--- config.mk ---
export PLATFORM = sky130hd
export DESIGN_NAME = axis_status_bank
export DESIGN_NICKNAME = d
export VERILOG_FILES = /design/src/core/axis_status_pkg.sv /design/src/core/pin_sync.sv /design/src/core/axis_status_unit.sv /design/src/core/axis_status_bank.sv
export VERILOG_INCLUDE_DIRS = /design/src /design/src/core
export SDC_FILE = /design/constraint.sdc
export NUM_CORES = 1
export LEC_CHECK = 0
export ABC_AREA = 0
export BUFFER_PORTS_ARGS = -buffer_cell sky130_fd_sc_hd__buf_2
export CORE_MARGIN = 2
export CORE_UTILIZATION = 40
export DETAILED_ROUTE_END_ITERATION = 12
export PLACE_DENSITY = 0.68
export SLEW_MARGIN = 40
export SYNTH_ARGS = -nofsm -noshare
export SYNTH_HDL_FRONTEND = slang
export SYNTH_SLANG_ARGS = --single-unit
--- constraint.sdc ---
create_clock -name clock -period 1.52 [get_ports clock]
set_clock_uncertainty 0.15 [all_clocks]
set_input_delay 0.076 -clock clock [delete_from_list [all_inputs] [get_ports clock]]
set_output_delay 0.076 -clock clock [all_outputs]
set_load 0.05 [all_outputs]
--- src/core/axis_status_regs.svh ---
// Constants of the per-axis status register bank: bit positions, codes, resets.
// Assumes inclusion by bare name from the design files and the test bench.
`ifndef AXIS_STATUS_REGS_SVH
`define AXIS_STATUS_REGS_SVH

// Register select codes on the read port
`define SEL_FACTOR 2'h0
`define SEL_ERROR 2'h1
`define SEL_PAGED 2'h2
`define SEL_MAIN 2'h3

// Command codes
`define CMD_STATUS_CLEAR 8'h79
`define CMD_PAGE0 8'h7a
`define CMD_PAGE1 8'h7b
`define CMD_NOP 8'h1f

// Factor bit positions
`define FAC_DRV_START 4
`define FAC_CONST_START 5
`define FAC_CONST_END 6
`define FAC_DRV_END 7
`define FAC_HOME_END 8
`define FAC_TIMER 9
`define FAC_SPLIT_END 11

// Error bit positions
`define ERR_SOFT_PLUS 0
`define ERR_SOFT_MINUS 1
`define ERR_HARD_PLUS 2
`define ERR_HARD_MINUS 3
`define ERR_ALARM 4
`define ERR_EMG 5
`define ERR_HOME 6
`define ERR_CONT 7
`define FIN_SYNC 8
`define FIN_PLUS 12
`define FIN_MINUS 13
`define FIN_ALARM 14
`define FIN_EMG 15

// Main status error summary bit for axis 0; axis 1 uses the next bit up
`define MAIN_ERR_POS 4

// Reset values
`define RST_FACTOR 16'h0000
`define RST_ERROR 16'h0000
`define RST_PAGE 1'b0
`define RST_AXIS 1'b0

`endif

--- src/core/axis_status_pkg.sv ---
// Types shared by the status bank: event and pin bundles of one axis.
// Needs nothing from the constants header; it includes no file.
package axis_status_pkg;

    // Events from the motion engines, one-cycle pulses
    typedef struct packed {
        logic [3:0] compare_match_flags;
        logic drive_start_flag;
        logic const_speed_start_flag;
        logic const_speed_end;
        logic drive_end;
        logic home_end;
        logic timer_expired;
        logic split_done_flag;
        logic [3:0] sync_action_flags;
    } axis_events_s;

    // Drive state and stop causes of one axis
    typedef struct packed {
        logic axis_driving_flag;
        logic dir_minus;
        logic interp_drive;
        logic soft_limit_en;
        logic soft_limit_plus;
        logic soft_limit_minus;
        logic hard_limit_en;
        logic alarm_en;
        logic home_step3_start;
        logic z_phase_active;
        logic continuous_interp_err;
        logic sync_stop;
    } axis_drive_s;

    // Motion status levels for page 1; the home search state goes to page 0
    typedef struct packed {
        logic [3:0] sync_active;
        logic accel_phase_flag;
        logic const_phase_flag;
        logic decel_phase_flag;
        logic jerk_rise_flag;
        logic jerk_flat_flag;
        logic jerk_fall_flag;
        logic timer_running;
        logic split_running;
        logic [5:0] home_search_state;
    } axis_motion_s;

    // Raw pins of one axis, low active where named so
    typedef struct packed {
        logic [2:0] ext_stop_pins;
        logic encoder_a_level;
        logic encoder_b_level;
        logic in_position_level;
        logic servo_alarm_pin;
        logic limit_plus_pin;
        logic limit_minus_pin;
    } axis_pins_s;

    typedef enum logic [1:0] {
        PAGE_INPUTS = 2'b01,
        PAGE_MOTION = 2'b10
    } page_e;

endpackage

--- src/core/pin_sync.sv ---
// Three-flop synchroniser with agreement filter for one pin bus.
// Assumes the pins are asynchronous to clock.
`timescale 1ns/1ps
`default_nettype none
module pin_sync #(
    parameter int WIDTH = 1
) (
    input wire logic clock,
    input wire logic rst,
    input wire logic [WIDTH-1:0] pin_async,
    output logic [WIDTH-1:0] pin_level
);
    logic [WIDTH-1:0] stage1_reg;
    logic [WIDTH-1:0] stage2_reg;
    logic [WIDTH-1:0] stage3_reg;
    logic [WIDTH-1:0] level_reg;
    logic [WIDTH-1:0] level_next;
    logic [WIDTH-1:0] agree;

    // A change counts only once the second and third stages agree
    assign agree = ~(stage2_reg ^ stage3_reg);
    assign level_next = (agree & stage3_reg) | (~agree & level_reg);
    assign pin_level = level_reg;

    always_ff @(posedge clock) begin
        if (rst) begin
            stage1_reg <= '0;
            stage2_reg <= '0;
            stage3_reg <= '0;
            level_reg <= '0;
        end else begin
            stage1_reg <= pin_async;
            stage2_reg <= stage1_reg;
            stage3_reg <= stage2_reg;
            level_reg <= level_next;
        end
    end
endmodule
`default_nettype wire

--- src/core/axis_status_unit.sv ---
// One axis: interrupt factors, sticky error and finish bits, stop request.
// Assumes event pulses and drive levels on clock; pins already synchronised.
`timescale 1ns/1ps
`default_nettype none
`include "axis_status_regs.svh"
module axis_status_unit
    import axis_status_pkg::*;
(
    input wire logic clock,
    input wire logic rst,
    input wire axis_events_s events,
    input wire axis_drive_s drive,
    input wire axis_pins_s pins,
    input wire logic emergency_stop_n,
    input wire logic [15:0] interrupt_enable_reg,
    input wire logic [1:0] factor_clear_bytes,
    input wire logic status_clear,
    output logic [15:0] factor_q,
    output logic [15:0] error_q,
    output logic stop_request
);
    logic [15:0] factor_reg;
    logic [15:0] factor_next;
    logic [15:0] factor_set;
    logic [15:0] factor_keep;
    logic [15:0] error_reg;
    logic [15:0] error_next;
    logic [15:0] error_set;
    logic drv_reg;
    logic drive_begin;
    logic drv_plus;
    logic drv_minus;
    logic plus_limit;
    logic minus_limit;
    logic alarm_active;
    logic emg_active;

    // ****************************************
    // Interrupt factors
    // ****************************************
    assign factor_set[3:0] = events.compare_match_flags;
    assign factor_set[`FAC_DRV_START] = events.drive_start_flag;
    assign factor_set[`FAC_CONST_START] = events.const_speed_start_flag;
    assign factor_set[`FAC_CONST_END] = events.const_speed_end;
    assign factor_set[`FAC_DRV_END] = events.drive_end;
    assign factor_set[`FAC_HOME_END] = events.home_end;
    assign factor_set[`FAC_TIMER] = events.timer_expired;
    assign factor_set[10] = 1'b0;
    assign factor_set[`FAC_SPLIT_END] = events.split_done_flag;
    assign factor_set[15:12] = events.sync_action_flags;
    // Byte-wise clear keeps the untouched byte; set wins over clear
    assign factor_keep = factor_reg & ~{{8{factor_clear_bytes[1]}}, {8{factor_clear_bytes[0]}}};
    assign factor_next = factor_keep | (factor_set & interrupt_enable_reg);  // see R2

    // ****************************************
    // Error and finishing causes
    // ****************************************
    assign drv_plus = drive.axis_driving_flag & ~drive.dir_minus;
    assign drv_minus = drive.axis_driving_flag & drive.dir_minus;
    assign plus_limit = drive.hard_limit_en & ~pins.limit_plus_pin;
    assign minus_limit = drive.hard_limit_en & ~pins.limit_minus_pin;
    assign alarm_active = drive.alarm_en & ~pins.servo_alarm_pin;
    assign emg_active = ~emergency_stop_n;
    assign error_set[`ERR_SOFT_PLUS] = drv_plus & drive.soft_limit_en & drive.soft_limit_plus;
    assign error_set[`ERR_SOFT_MINUS] = drv_minus & drive.soft_limit_en & drive.soft_limit_minus;
    assign error_set[`ERR_HARD_PLUS] = drv_plus & plus_limit;  // see R14
    assign error_set[`ERR_HARD_MINUS] = drv_minus & minus_limit;
    assign error_set[`ERR_ALARM] = drive.axis_driving_flag & alarm_active;
    assign error_set[`ERR_EMG] = drive.axis_driving_flag & emg_active;
    assign error_set[`ERR_HOME] = drive.home_step3_start & drive.z_phase_active;
    assign error_set[`ERR_CONT] = drive.axis_driving_flag & drive.continuous_interp_err;
    assign error_set[`FIN_SYNC] = drive.axis_driving_flag & drive.sync_stop;
    assign error_set[11:9] = {3{drive.axis_driving_flag}} & ~pins.ext_stop_pins;
    assign error_set[`FIN_PLUS] = error_set[`ERR_HARD_PLUS];
    assign error_set[`FIN_MINUS] = error_set[`ERR_HARD_MINUS];
    assign error_set[`FIN_ALARM] = error_set[`ERR_ALARM];
    assign error_set[`FIN_EMG] = error_set[`ERR_EMG];
    // Start of a non-interpolation drive wipes old causes; new causes still land
    assign drive_begin = drive.axis_driving_flag & ~drv_reg & ~drive.interp_drive;
    assign error_next = ((status_clear | drive_begin) ? 16'h0000 : error_reg) | error_set;
    assign stop_request = |error_set[7:0];

    assign factor_q = factor_reg;
    assign error_q = error_reg;

    always_ff @(posedge clock) begin
        if (rst) begin
            factor_reg <= `RST_FACTOR;
            error_reg <= `RST_ERROR;
            drv_reg <= 1'b0;
        end else begin
            factor_reg <= factor_next;
            error_reg <= error_next;
            drv_reg <= drive.axis_driving_flag;
        end
    end
endmodule
`default_nettype wire

--- src/core/axis_status_bank.sv ---
// Two-axis status register bank: interrupt factors, error/finish and paged status.
// Assumes the host bus decoder gives a read strobe with a byte mask and command writes;
// event and drive signals come from engines on the same clock, pins are asynchronous.
//
// Functional notes
// Each axis has its own status copies; reads use last command's axis.
// Factor bits set and interrupt only when their enable bit is on.
// Factor bits 3..0 set when compare condition becomes met.
// Bits 4..7 set on drive start, constant start, constant end, drive end.
// Bit 8 on home search end, 9 on timer, 11 on split end.
// Bits 15..12 set when sync actions 3..0 activate.
// Interrupt low while any factor set; reading clears read bits.
// Byte reads clear only the byte read.
// Serial host reads both factor bytes in one transfer.
// Error bits 7..0 set on errors; any one sets summary bit.
// Error/finish bits sticky; cleared by 79h or next drive start.
// Host clears interpolation errors with 79h after drive stops.
// Soft limits set bits 0 and 1 in their drive direction.
// Hard limits, alarm, emergency set bits 2..5 and stop drive.
// Z-phase active at home step 3 start sets bit 6.
// Late continuous interpolation data sets bit 7 and stops drive.
// No errors while stopped or for opposite-direction limits.
// Same-direction drive under active limit is refused, error again.
// Finish bits 15..8 record sync, stop pins, limits, alarm, emergency.
// Paged register selected by 7Ah/7Bh; page 0 after reset.
// Page 0 holds pin levels in bits 8..0, home state 14..9.
// Page 1 holds sync, phase, S-curve, timer and split flags.
// Bit 15 of paged register shows the page number.
// Page 0 pins read raw level, unmoved by inversion options.
// Factor event during a clearing read stays set.
`timescale 1ns/1ps
`default_nettype none
`include "axis_status_regs.svh"
module axis_status_bank
    import axis_status_pkg::*;
(
    input wire logic clock,
    input wire logic rst,
    input wire logic cmd_write,
    input wire logic [7:0] cmd_code,
    input wire logic [1:0] cmd_axis,
    input wire logic rd_strobe,
    input wire logic [1:0] rd_select,
    input wire logic [1:0] rd_bytes,
    input wire logic [15:0] interrupt_enable_x,
    input wire logic [15:0] interrupt_enable_y,
    input wire axis_events_s events_x,
    input wire axis_events_s events_y,
    input wire axis_drive_s drive_x,
    input wire axis_drive_s drive_y,
    input wire axis_motion_s motion_x,
    input wire axis_motion_s motion_y,
    input wire axis_pins_s pins_x,
    input wire axis_pins_s pins_y,
    input wire logic emergency_stop_n,
    output logic [15:0] rd_data,
    output logic irq_out_n,
    output logic [1:0] stop_request,
    output logic [1:0] drive_refuse
);
    // ****************************************
    // Pin synchronisers
    // ****************************************
    axis_pins_s pins_x_s;
    axis_pins_s pins_y_s;
    logic emg_s;

    pin_sync #(.WIDTH($bits(axis_pins_s) * 2 + 1)) u_pins (
        .clock(clock),
        .rst(rst),
        .pin_async({pins_x, pins_y, emergency_stop_n}),
        .pin_level({pins_x_s, pins_y_s, emg_s})
    );

    // ****************************************
    // Command decode: axis pointer and page
    // ****************************************
    logic axis_reg;
    logic axis_next;
    page_e page_reg;
    page_e page_next;
    logic cmd_has_axis;
    logic clear_cmd;
    logic [1:0] status_clear;

    assign cmd_has_axis = cmd_write & (cmd_axis != 2'h0);
    // Both bits set selects X; status reads then come from X
    assign axis_next = cmd_has_axis ? ~cmd_axis[0] : axis_reg;
    assign page_next = (cmd_write && cmd_code == `CMD_PAGE1) ? PAGE_MOTION :
                       (cmd_write && cmd_code == `CMD_PAGE0) ? PAGE_INPUTS : page_reg;
    assign clear_cmd = cmd_write & (cmd_code == `CMD_STATUS_CLEAR);
    assign status_clear = {2{clear_cmd}} & cmd_axis;

    always_ff @(posedge clock) begin
        if (rst) begin
            axis_reg <= `RST_AXIS;
            page_reg <= PAGE_INPUTS;
        end else begin
            axis_reg <= axis_next;
            page_reg <= page_next;
        end
    end

    // ****************************************
    // Per-axis units
    // ****************************************
    logic factor_read;
    logic [1:0] clear_x;
    logic [1:0] clear_y;
    logic [15:0] factor_x;
    logic [15:0] factor_y;
    logic [15:0] error_x;
    logic [15:0] error_y;

    // A read clears only the bytes that it actually fetched
    assign factor_read = rd_strobe & (rd_select == `SEL_FACTOR);
    assign clear_x = (factor_read && !axis_reg) ? rd_bytes : 2'h0;
    assign clear_y = (factor_read && axis_reg) ? rd_bytes : 2'h0;

    axis_status_unit u_axis_x (
        .clock(clock),
        .rst(rst),
        .events(events_x),
        .drive(drive_x),
        .pins(pins_x_s),
        .emergency_stop_n(emg_s),
        .interrupt_enable_reg(interrupt_enable_x),
        .factor_clear_bytes(clear_x),
        .status_clear(status_clear[0]),
        .factor_q(factor_x),
        .error_q(error_x),
        .stop_request(stop_request[0])
    );

    axis_status_unit u_axis_y (
        .clock(clock),
        .rst(rst),
        .events(events_y),
        .drive(drive_y),
        .pins(pins_y_s),
        .emergency_stop_n(emg_s),
        .interrupt_enable_reg(interrupt_enable_y),
        .factor_clear_bytes(clear_y),
        .status_clear(status_clear[1]),
        .factor_q(factor_y),
        .error_q(error_y),
        .stop_request(stop_request[1])
    );

    // ****************************************
    // Refusal of drives into an active limit
    // ****************************************
    // Limit pins are low active; the drive engine holds off while this is high
    assign drive_refuse[0] = drive_x.hard_limit_en &
        (drive_x.dir_minus ? ~pins_x_s.limit_minus_pin : ~pins_x_s.limit_plus_pin);
    assign drive_refuse[1] = drive_y.hard_limit_en &
        (drive_y.dir_minus ? ~pins_y_s.limit_minus_pin : ~pins_y_s.limit_plus_pin);

    // ****************************************
    // Read data assembly
    // ****************************************
    logic [15:0] page0_x;
    logic [15:0] page0_y;
    logic [15:0] page1_x;
    logic [15:0] page1_y;
    logic [15:0] paged_sel;
    logic [15:0] main_status_reg;
    logic [15:0] rd_mux;
    logic [15:0] rd_data_reg;
    logic irq_reg;

    // Raw levels, so pin swap options never move these bits
    assign page0_x = {1'b0, motion_x.home_search_state, pins_x_s.limit_minus_pin, pins_x_s.limit_plus_pin,
        pins_x_s.servo_alarm_pin, pins_x_s.in_position_level, pins_x_s.encoder_b_level,
        pins_x_s.encoder_a_level, pins_x_s.ext_stop_pins};  // see R21
    assign page0_y = {1'b0, motion_y.home_search_state, pins_y_s.limit_minus_pin, pins_y_s.limit_plus_pin,
        pins_y_s.servo_alarm_pin, pins_y_s.in_position_level, pins_y_s.encoder_b_level,
        pins_y_s.encoder_a_level, pins_y_s.ext_stop_pins};
    assign page1_x = {1'b1, 3'h0, motion_x.split_running, motion_x.timer_running, motion_x.jerk_fall_flag,
        motion_x.jerk_flat_flag, motion_x.jerk_rise_flag, motion_x.decel_phase_flag,
        motion_x.const_phase_flag, motion_x.accel_phase_flag, motion_x.sync_active};  // see R22
    assign page1_y = {1'b1, 3'h0, motion_y.split_running, motion_y.timer_running, motion_y.jerk_fall_flag,
        motion_y.jerk_flat_flag, motion_y.jerk_rise_flag, motion_y.decel_phase_flag,
        motion_y.const_phase_flag, motion_y.accel_phase_flag, motion_y.sync_active};
    assign paged_sel = (page_reg == PAGE_MOTION) ? (axis_reg ? page1_y : page1_x) :
                       (axis_reg ? page0_y : page0_x);
    assign main_status_reg = {10'h000, |error_y[7:0], |error_x[7:0], 2'h0,
        drive_y.axis_driving_flag, drive_x.axis_driving_flag};
    assign rd_mux = (rd_select == `SEL_FACTOR) ? (axis_reg ? factor_y : factor_x) :
                    (rd_select == `SEL_ERROR) ? (axis_reg ? error_y : error_x) :
                    (rd_select == `SEL_PAGED) ? paged_sel : main_status_reg;

    always_ff @(posedge clock) begin
        if (rst) begin
            rd_data_reg <= 16'h0000;
            irq_reg <= 1'b0;
        end else begin
            if (rd_strobe) begin
                rd_data_reg <= rd_mux;
            end
            irq_reg <= (|factor_x) | (|factor_y);
        end
    end

    assign rd_data = rd_data_reg;
    assign irq_out_n = ~irq_reg;
endmodule
`default_nettype wire

==> results.py, run 1 <==
metrics = {
    "outcome": {
        "status": "complete, but fails checks",
        "violations": "hold timing, setup timing",
    },
    "setup_path": {
        "crit_path_frequent_cell": "a2111oi_1",
        "timing.critical_path.slowest_cell_delay_ns": 0.49,
        "timing.reg2reg.worst_path_depth": 6,
        "worst-path-stages": 6,
        "worstPathMaxFanout": 6,
        "worstPathRequired_ns": 1.69,
        "crit_chain": "buf_8 > buf_6 > nand2b_1 > a2111oi_1 > a2111oi_1 > o31a_1",
        "crit_path_start_kind": "register",
        "crit_buf_inv": 2,
        "critical_path.slowest_cell": "a2111oi_1",
        "timing.reg2reg.setup_slack_ns": -0.21,
        "worstSetupEndpointType": "register",
        "critical_path.top_delay_family": "compound AO/OA/AOI/OAI gates",
        "worstSetupPathType": "reg -> reg",
        "cp_data_arrival_time_ns": 1.90,
    },
    "flow_run": {
        "maxCapViolCount": 0,
    },
    "timing": {
        "period_share": 1.14,
        "post_layout_min_period_ns": 1.73,
        "grt_setup_unrepaired": "true",
        "hold_violations": 3,
        "worst_hold_check_slack_ns": -0.0712,
        "timing_worst_slew_pin_value_ns": 0.689,
        "slew_violations": 0,
        "worst_slack_ns": -0.209,
        "timing.setup.tns_ns": -4.10,
        "worst_slew_margin_rel": 0.540,
        "setup_viol": 43,
        "achievable-frequency_ghz": 0.578,
    },
    "place": {
        "weighted_congestion_at_the_end_of_routability_driven_global_placement": 0.946,
        "io_buffers": 177,
        "placed_cells": 1021,
        "dp_hpwl_um": 14000,
    },
    "min_path": {
        "hold_path_depth": 4,
        "min-delay-path-class": "in -> reg",
    },
    "die": {
        "die_outline_area_mm2": 0.0168,
        "design.portCount": 180,
        "die-height_um": 130,
        "die_width_um": 130,
        "num_rows": 45,
        "floorplan.initialDensity": 0.412,
        "fp.coreArea_mm2": 0.0153,
    },
    "global_route": {
        "global_route_wire_length_before_repair_um": 33500,
        "first_global_vias": 6362,
        "antenna_violations_before_repair": 0,
        "grt_total_usage": 0.266,
        "grt_max_degree": 78,
        "grt.overflow.total": 0,
    },
    "yosys": {
        "mappedNetlistArea_mm2": 0.00631,
        "synth.yosys.seq_area_share": 0.514,
        "ys.flop_type": "dfxtp_1",
        "syn-mean-instance-area_um2": 10.2,
        "synth_fp_nets": 780,
        "biggest_area_consumer_among_synthesized_cells": "dfxtp_1",
        "yosys.cell_types.count": 54,
        "post-synth-top-area-fraction": 0.514,
        "ys_ff_latch": 162,
        "post_synth_inst_count": 621,
        "top_area_cells_in_the_synthesized_netlist": "dfxtp_1, mux2i_1, nor2b_1",
        "synthArstFlopShare": 0,
        "number_of_enable_flip_flop_cells_after_synthesis": 0,
        "yosysWarnings": 0,
    },
    "route": {
        "route.detailed.vias_per_inst": 5.38,
        "detailedRoute.firstIterationViolations": 455,
        "vias": 6429,
        "average_wire_per_cell_in_the_routed_design_um": 19.8,
        "drt_pass1_iterations": 5,
        "ant_nets": 0,
        "route.detailed.drc": 0,
        "drt_wl_total_um": 23600,
    },
    "cells_and_area": {
        "design.final.nets": 1129,
        "layout.core_utilization": 0.672,
        "synthToLayoutAreaGrowth_pct": 63.2,
        "most_frequent_cells_in_the_layout": "buf_2, dfxtp_1, dlygate4sd3_1",
        "fin_cells": 1194,
        "share_of_final_layout_standard_cells_stronger_than_drive_strength_1": 0.384,
        "mostFrequentLayoutCell": "buf_2",
        "fillerInstances": 1129,
    },
    "clocking": {
        "clkTransAtPathRegs_ns": 0.06,
        "cts_made_buffers": 17,
        "cts_hold_repair.buffers": 120,
        "clock_latency_ns": 0.43,
        "tritoncts": "yes",
        "ctsHtreeMaxLevel": 4,
        "cts.path.max_buffers": 2,
        "tritoncts_num_sinks": 162,
        "clockRootBuffer": "clkbuf_16",
    },
    "power": {
        "power_leakage_nw": 4.26,
        "peakVddDrop_mv": 0.883,
        "cellPowerDensity_mw_per_mm2": 1030,
    },
}
[layout make-up]
type,instances,area (µm²),share of cell area
Antenna cell,1,2.50,0.000243
Clock buffer,21,450,0.0438
Clock inverter,10,135,0.0131
Inverter,8,30.0,0.00292
Multi-Input combinational cell,415,3290,0.320
Sequential cell,162,3260,0.317
Tap cell,211,264,0.0257
Timing Repair Buffer,366,2860,0.278
[repair_timing]
action                     in CTS  in global routing
hold endpoints to repair       93                  2
pin swaps                      16                 19
gates cloned                    2                  1
gates resized for setup        64                 73
setup buffers                  11                 11
setup endpoints to repair      49                 58
[cells by family (layout without fill, tap and decap cells)]
group	count (synthesis)	count (layout)	share of synthesized area
buffers and inverters	44	405	0.0371
multiplexers	52	52	0.0960
other	0	1	0
AO/OA/AOI/OAI	155	155	0.177
flip-flops	162	162	0.514
AND/OR/NAND/NOR	208	208	0.176
[power breakdown]
group          internal (mW)  switching, mW
logic                  0.862          0.797
registers               4.46          0.173
clock network           2.61           1.68
[worst paths after layout]
kind,start,to
min,drive_y[4],u_axis_y.error_q[14]
min reg2reg,u_pins.stage1_reg[12],u_pins.stage2_reg[12]
max reg2reg,axis_reg,rd_data[5]
max,axis_reg,rd_data[5]
[Yosys cell counts (7+ instances only)]
master / count
a21o_1: 10
nor4_1: 12
nor3_1: 14
buf_2: 7
o22ai_1: 9
clkbuf_1: 17
nand2_1: 32
o21ai_0: 24
nand4_1: 8
o2bb2ai_1: 15
inv_1: 7
dfxtp_1: 162
nand2b_1: 7
nor2_1: 50
a22oi_1: 30
mux2i_1: 41
o221ai_1: 7
a21oi_1: 28
nor2b_1: 63
[stage by stage]
stage                     hold slack (ns)  total power [mW]  area (µm²)  setup slack [ns]
after global placement              0.134              5.80        7660            -0.341
after floorplan                    0.0216              5.30        6320           -0.0912
final                             -0.0712              10.6       10300            -0.209
after global routing              -0.0696              11.0       10300            -0.322
after detailed placement            0.139              5.82        7680            -0.406
after CTS                         -0.0436              10.4        9870            -0.226
[worst register-to-register path, stage by stage (launching register included)]
cell	delay, ns
dfxtp_4	0.37
buf_8	0.13
buf_6	0.12
nand2b_1	0.09
a2111oi_1	0.49
a2111oi_1	0.13
o31a_1	0.13
[metal layers]
layer / vias up / global-route usage / wire [µm]
met1: 3013 / 0.303 / 9150
met3: 91 / 0.0933 / 2100
met4: 0 / 0.139 / 1150
li1: 2974 / - / -
met5: - / 0 / 0
met2: 351 / 0.441 / 11200
Power figures use the tool's default switching activity.
==> run 2, diff against run 1 <==
- CELL_PAD_IN_SITES_DETAIL_PLACEMENT: not set -> 1
- CELL_PAD_IN_SITES_GLOBAL_PLACEMENT: not set -> 1
- CORE_UTILIZATION: 40 -> 35
- CTS_BUF_LIST: not set -> sky130_fd_sc_hd__clkbuf_4 sky130_fd_sc_hd__clkbuf_8 sky130_fd_sc_hd__clkbuf_16
- PLACE_DENSITY: 0.68 -> 0.76
==> run 2 against run 1 <==
Effect of this change: the flow still finishes with violations (hold timing, setup timing); flip-flop and latch count unchanged; critical path depth up 2; global-route usage up 1.3 points; critical endpoint is now u_axis_x.factor_q[4].
==> results.py, run 2 (synthesis results as in run 1) <==
metrics = {
    "die": {
        "num_rows": 49,
        "die_width_um": 138,
        "die-height_um": 138,
        "design.portCount": 180,
        "floorplan.initialDensity": 0.353,
        "die_outline_area_mm2": 0.0191,
        "fp.coreArea_mm2": 0.0178,
    },
    "timing": {
        "worst_slack_ns": -0.240,
        "grt_setup_unrepaired": "true",
        "hold_violations": 2,
        "post_layout_min_period_ns": 1.76,
        "worst_slew_margin_rel": 0.457,
        "timing_worst_slew_pin_value_ns": 0.812,
        "slew_violations": 0,
        "period_share": 1.16,
        "achievable-frequency_ghz": 0.568,
        "setup_viol": 45,
        "worst_hold_check_slack_ns": -0.0619,
    },
    "route": {
        "drt_pass1_iterations": 5,
        "detailedRoute.firstIterationViolations": 429,
        "drt_wl_total_um": 29300,
        "vias": 6769,
        "route.detailed.vias_per_inst": 5.57,
        "route.detailed.drc": 0,
        "average_wire_per_cell_in_the_routed_design_um": 24.1,
        "ant_nets": 0,
    },
    "global_route": {
        "grt.overflow.total": 0,
        "global_route_wire_length_before_repair_um": 41300,
        "grt_total_usage": 0.280,
        "antenna_violations_before_repair": 1,
        "grt_max_degree": 77,
        "first_global_vias": 7252,
    },
    "setup_path": {
        "timing.critical_path.slowest_cell_delay_ns": 0.38,
        "worstSetupPathType": "reg -> reg",
        "crit_path_frequent_cell": "buf_8",
        "critical_path.reg2reg.endpoint": "u_axis_x.factor_q[4]",
        "crit_chain": "buf_12 > buf_8 > buf_6 > nor2b_4 > nand3_2 > buf_8 > a22oi_2 > nor2_2",
        "timing.reg2reg.setup_slack_ns": -0.24,
        "critical_path.slowest_cell": "dfxtp_4",
        "cp_data_arrival_time_ns": 1.94,
        "crit_path_start_kind": "register",
        "worstSetupEndpointType": "register",
        "worstPathRequired_ns": 1.70,
        "timing.reg2reg.worst_path_depth": 8,
        "crit-reg2reg-launch": "axis_reg",
        "worstPathMaxFanout": 8,
    },
    "clocking": {
        "clock_latency_ns": 0.44,
        "clkTransAtPathRegs_ns": 0.07,
        "cts_made_buffers": 17,
        "cts_hold_repair.buffers": 115,
        "ctsHtreeMaxLevel": 4,
        "tritoncts_num_sinks": 162,
        "clockRootBuffer": "clkbuf_16",
        "cts.path.max_buffers": 2,
        "tritoncts": "yes",
    },
    "power": {
        "peakVddDrop_mv": 0.910,
        "totalPowerFinal_mw": 10.8,
        "power_leakage_nw": 4.26,
        "cellPowerDensity_mw_per_mm2": 1050,
    },
    "cells_and_area": {
        "post-route-cell-area_mm2": 0.0103,
        "synthToLayoutAreaGrowth_pct": 63.8,
        "most_frequent_cells_in_the_layout": "buf_2, dfxtp_1, dlygate4sd3_1",
        "mostFrequentLayoutCell": "buf_2",
        "design.final.nets": 1130,
        "share_of_final_layout_standard_cells_stronger_than_drive_strength_1": 0.401,
        "fillerInstances": 1914,
    },
    "outcome": {
        "status": "complete, but fails checks",
        "violations": "hold timing, setup timing",
    },
    "min_path": {
        "min-delay-path-class": "in -> reg",
        "min_delay_worst_endpoint": "u_axis_y.error_q[4]",
        "hold_path_depth": 4,
        "worst_hold_startpoint": "drive_y[4]",
    },
    "place": {
        "post_dp_cell_area_mm2": 0.00773,
        "weighted_congestion_at_the_end_of_routability_driven_global_placement": 0.841,
        "io_buffers": 177,
        "dp_hpwl_um": 15800,
    },
    "flow_run": {
        "maxCapViolCount": 0,
    },
}
[run 2: how the worst max path moves through the flow]
stage	startpoint	end	cells after the start
global placement	cmd_write	u_axis_y.error_q[8]	5
CTS	register	stop_request[1]	5
global route	axis_reg	u_axis_x.factor_q[4]	8
detailed placement	cmd_code[2]	u_axis_x.error_q[4]	7
floorplan	page_reg[1]	rd_data[5]	5
finish	axis_reg	u_axis_x.factor_q[4]	8
[run 2: cell type report]
class / instances / area [µm²] / area share
multi-input cells: 415 / 3290 / 0.319
flip-flops and latches: 162 / 3260 / 0.316
repair buffers: 367 / 2850 / 0.276
clock buffers: 17 / 425 / 0.0412
well taps: 229 / 287 / 0.0277
clock inverters: 15 / 176 / 0.0171
inverters: 8 / 30.0 / 0.00291
diodes: 3 / 7.51 / 0.000727
[run 2: worst max-delay path: cells and delay by family, from the launching register on]
| family | cells | cell delay, ns |
|---|---|---|
| AND/OR/NAND/NOR | 3 | 0.36 |
| AO/OA/AOI/OAI | 1 | 0.19 |
| buffers and inverters | 4 | 0.57 |
| flip-flops | 1 | 0.38 |
[run 2: metrics by stage]
step / worst slack, ns / instances / util / hold WS (ns) / setup TNS [ns]
5_1_grt: -0.274 / 1216 / 0.579 / -0.0713 / -7.72
3_3_place_gp: -0.261 / 1043 / 0.432 / 0.135 / -10.90
6_report: -0.240 / 1216 / 0.579 / -0.0619 / -5.94
2_1_floorplan: -0.0912 / 621 / - / 0.0216 / -0.0912
4_1_cts: -0.187 / 1205 / 0.557 / -0.0814 / -2.23
3_5_place_dp: -0.353 / 1043 / 0.433 / 0.142 / -14.80
[run 2: what timing repair did]
action | CTS | global route
setup endpoints to repair | 52 | 70
setup buffers | 14 | 10
endpoints found under the hold margin | 81 | 2
pin swaps | 25 | 23
cloned | 2 | 1
gates resized for setup | 76 | 71
[run 2: per-layer routing]
layer	track usage	wire [µm]
met5	0	0
met1	0.307	10600
met2	0.502	14800
met4	0.155	1970
met3	0.0596	1900
[run 2: report_power, final]
group / internal, mW / switching, mW / leakage [nW]
clock network: 2.47 / 1.98 / 0.291
logic: 0.855 / 0.862 / 2.64
registers: 4.45 / 0.195 / 1.34
total: 7.78 / 3.04 / 4.26
==> run 3, diff against run 2 <==
--- a/config.mk
+++ b/config.mk
@@ -15,4 +15,5 @@
 export CTS_BUF_LIST = sky130_fd_sc_hd__clkbuf_4 sky130_fd_sc_hd__clkbuf_8 sky130_fd_sc_hd__clkbuf_16
 export DETAILED_ROUTE_END_ITERATION = 12
+export HOLD_SLACK_MARGIN = 0.06
 export PLACE_DENSITY = 0.76
 export SLEW_MARGIN = 40
--- a/constraint.sdc
+++ b/constraint.sdc
@@ -3,3 +3,3 @@
 set_input_delay 0.076 -clock clock [delete_from_list [all_inputs] [get_ports clock]]
 set_output_delay 0.076 -clock clock [all_outputs]
-set_load 0.05 [all_outputs]
+set_load 0.01 [all_outputs]
==> run 3 against run 2 <==
Effect of this change: the flow finishes with violations (setup timing); combinational power shrank 9%; clock power fell by 1%; clock-buffer cell count unchanged; power decreased by 1.9%; routed wire length is essentially flat; critical path type unchanged; critical endpoint is now rd_data[8].
==> results.py, run 3 (synthesis results as in run 1) <==
metrics = {
    "timing": {
        "worst_slack_ns": -0.231,
        "timing_worst_slew_pin_value_ns": 0.593,
        "post_layout_min_period_ns": 1.75,
        "slew_violations": 0,
        "grt_setup_unrepaired": "true",
        "achievable-frequency_ghz": 0.571,
        "setup_viol": 25,
        "period_share": 1.15,
        "worst_slew_margin_rel": 0.603,
        "hold_violations": 0,
        "worst_hold_check_slack_ns": 0.0444,
    },
    "global_route": {
        "grt.overflow.total": 0,
        "antenna_violations_before_repair": 2,
        "grt_total_usage": 0.271,
        "first_global_vias": 7252,
        "grt_max_degree": 38,
        "global_route_wire_length_before_repair_um": 40300,
    },
    "die": {
        "design.portCount": 180,
        "num_rows": 49,
        "fp.coreArea_mm2": 0.0178,
        "die_outline_area_mm2": 0.0191,
        "die_width_um": 138,
        "die-height_um": 138,
        "floorplan.initialDensity": 0.353,
    },
    "clocking": {
        "tritoncts_num_sinks": 162,
        "cts_made_buffers": 17,
        "cts.path.max_buffers": 2,
        "clockRootBuffer": "clkbuf_16",
        "ctsHtreeMaxLevel": 4,
        "tritoncts": "yes",
        "clkTransAtPathRegs_ns": 0.07,
        "clock_latency_ns": 0.44,
    },
    "power": {
        "cellPowerDensity_mw_per_mm2": 1020,
        "totalPowerFinal_mw": 10.6,
        "power_leakage_nw": 4.35,
        "pwr-share-comb": 0.148,
        "sw_frac_of_total": 0.278,
        "internal_power_mw": 7.66,
        "switch_pwr_mw": 2.96,
        "p_seq_frac": 0.438,
        "clock_power_share": 0.415,
        "peakVddDrop_mv": 0.840,
    },
    "flow_run": {
        "maxCapViolCount": 0,
    },
    "place": {
        "post_dp_cell_area_mm2": 0.00768,
        "io_buffers": 177,
        "placed_cells": 1034,
        "weighted_congestion_at_the_end_of_routability_driven_global_placement": 0.870,
        "dp_hpwl_um": 15900,
    },
    "cells_and_area": {
        "share_of_final_layout_standard_cells_stronger_than_drive_strength_1": 0.347,
        "layout.core_utilization": 0.582,
        "fin_cells": 1242,
        "synthToLayoutAreaGrowth_pct": 64.6,
        "post-route-cell-area_mm2": 0.0104,
        "design.final.nets": 1157,
        "mostFrequentLayoutCell": "buf_2",
        "most_frequent_cells_in_the_layout": "buf_2, dfxtp_1, dlygate4sd3_1",
    },
    "route": {
        "detailedRoute.firstIterationViolations": 498,
        "drt_pass1_iterations": 5,
        "ant_nets": 0,
        "route.detailed.vias_per_inst": 5.51,
        "drt_wl_total_um": 29300,
        "vias": 6844,
        "route.detailed.drc": 0,
        "average_wire_per_cell_in_the_routed_design_um": 23.6,
    },
    "setup_path": {
        "worstSetupPathType": "reg -> reg",
        "cp_data_arrival_time_ns": 1.91,
        "timing.reg2reg.worst_path_depth": 5,
        "worstPathMaxFanout": 6,
        "worstPathRequired_ns": 1.68,
        "crit_path_start_kind": "register",
        "worstSetupEndpointType": "register",
    },
    "min_path": {
        "min-delay-path-class": "in -> reg",
        "hold_path_depth": 4,
    },
    "outcome": {
        "violations": "setup timing",
        "status": "complete, but fails checks",
    },
}
run 3: through the flow:
step | setup slack [ns] | TNS (ns)
after detailed placement | -0.202 | -2.98
after floorplan | -0.0912 | -0.0912
after CTS | -0.116 | -1.37
final | -0.231 | -3.06
after global routing | -0.299 | -4.47
after global placement | -0.193 | -1.60
run 3: area by class of cell:
| class | instances | area (µm²) |
|---|---|---|
| Clock buffer | 17 | 425 |
| Clock inverter | 15 | 186 |
| Timing Repair Buffer | 394 | 3060 |
| Inverter | 8 | 30.0 |
| Fill cell | 1923 | 7460 |
| Antenna cell | 2 | 5.00 |
| Tap cell | 229 | 287 |
| Multi-Input combinational cell | 415 | 3120 |
| Sequential cell | 162 | 3260 |
run 3: repair_timing:
action                                 4_1_cts  5_1_grt
endpoints found under the hold margin      128        9
buffers inserted                             7       15
hold buffers                               150        3
pin swaps                                    5       17
gates cloned                                 0        2
setup endpoints to repair                   52       77
gates resized for setup                     32       61
run 3: worst paths after layout:
kind                         start               endpoint  slack, ns
max reg2reg               axis_reg             rd_data[8]      -0.23
min reg2reg  u_pins.stage1_reg[16]  u_pins.stage2_reg[16]       0.29
max                       axis_reg             rd_data[8]      -0.23
min                    drive_x[10]    u_axis_x.error_q[3]       0.04
run 3: per-layer routing:
layer  share of wire  up-vias  global-route usage
li1                -     3039                   -
met1            0.37     3293               0.303
met2            0.50      386               0.480
met3           0.065      126              0.0662
met4           0.063        0               0.137
met5               0        -                   0
run 3: critical path, cell delays in order, from the launching register on:
cell and delay, ns:
dfxtp_4 0.42, buf_4 0.14, buf_4 0.12, mux4_2 0.56
a21oi_2 0.17, nor3_1 0.06
run 3: power by group through the flow:
stage	registers, mW	logic [mW]	clock network (mW)
floorplan	4.65	0.530	0
global placement	4.72	0.985	0
detailed placement	4.72	1.01	0
CTS	4.62	1.34	4.44
global route	4.66	1.65	4.63
finish	4.65	1.57	4.40
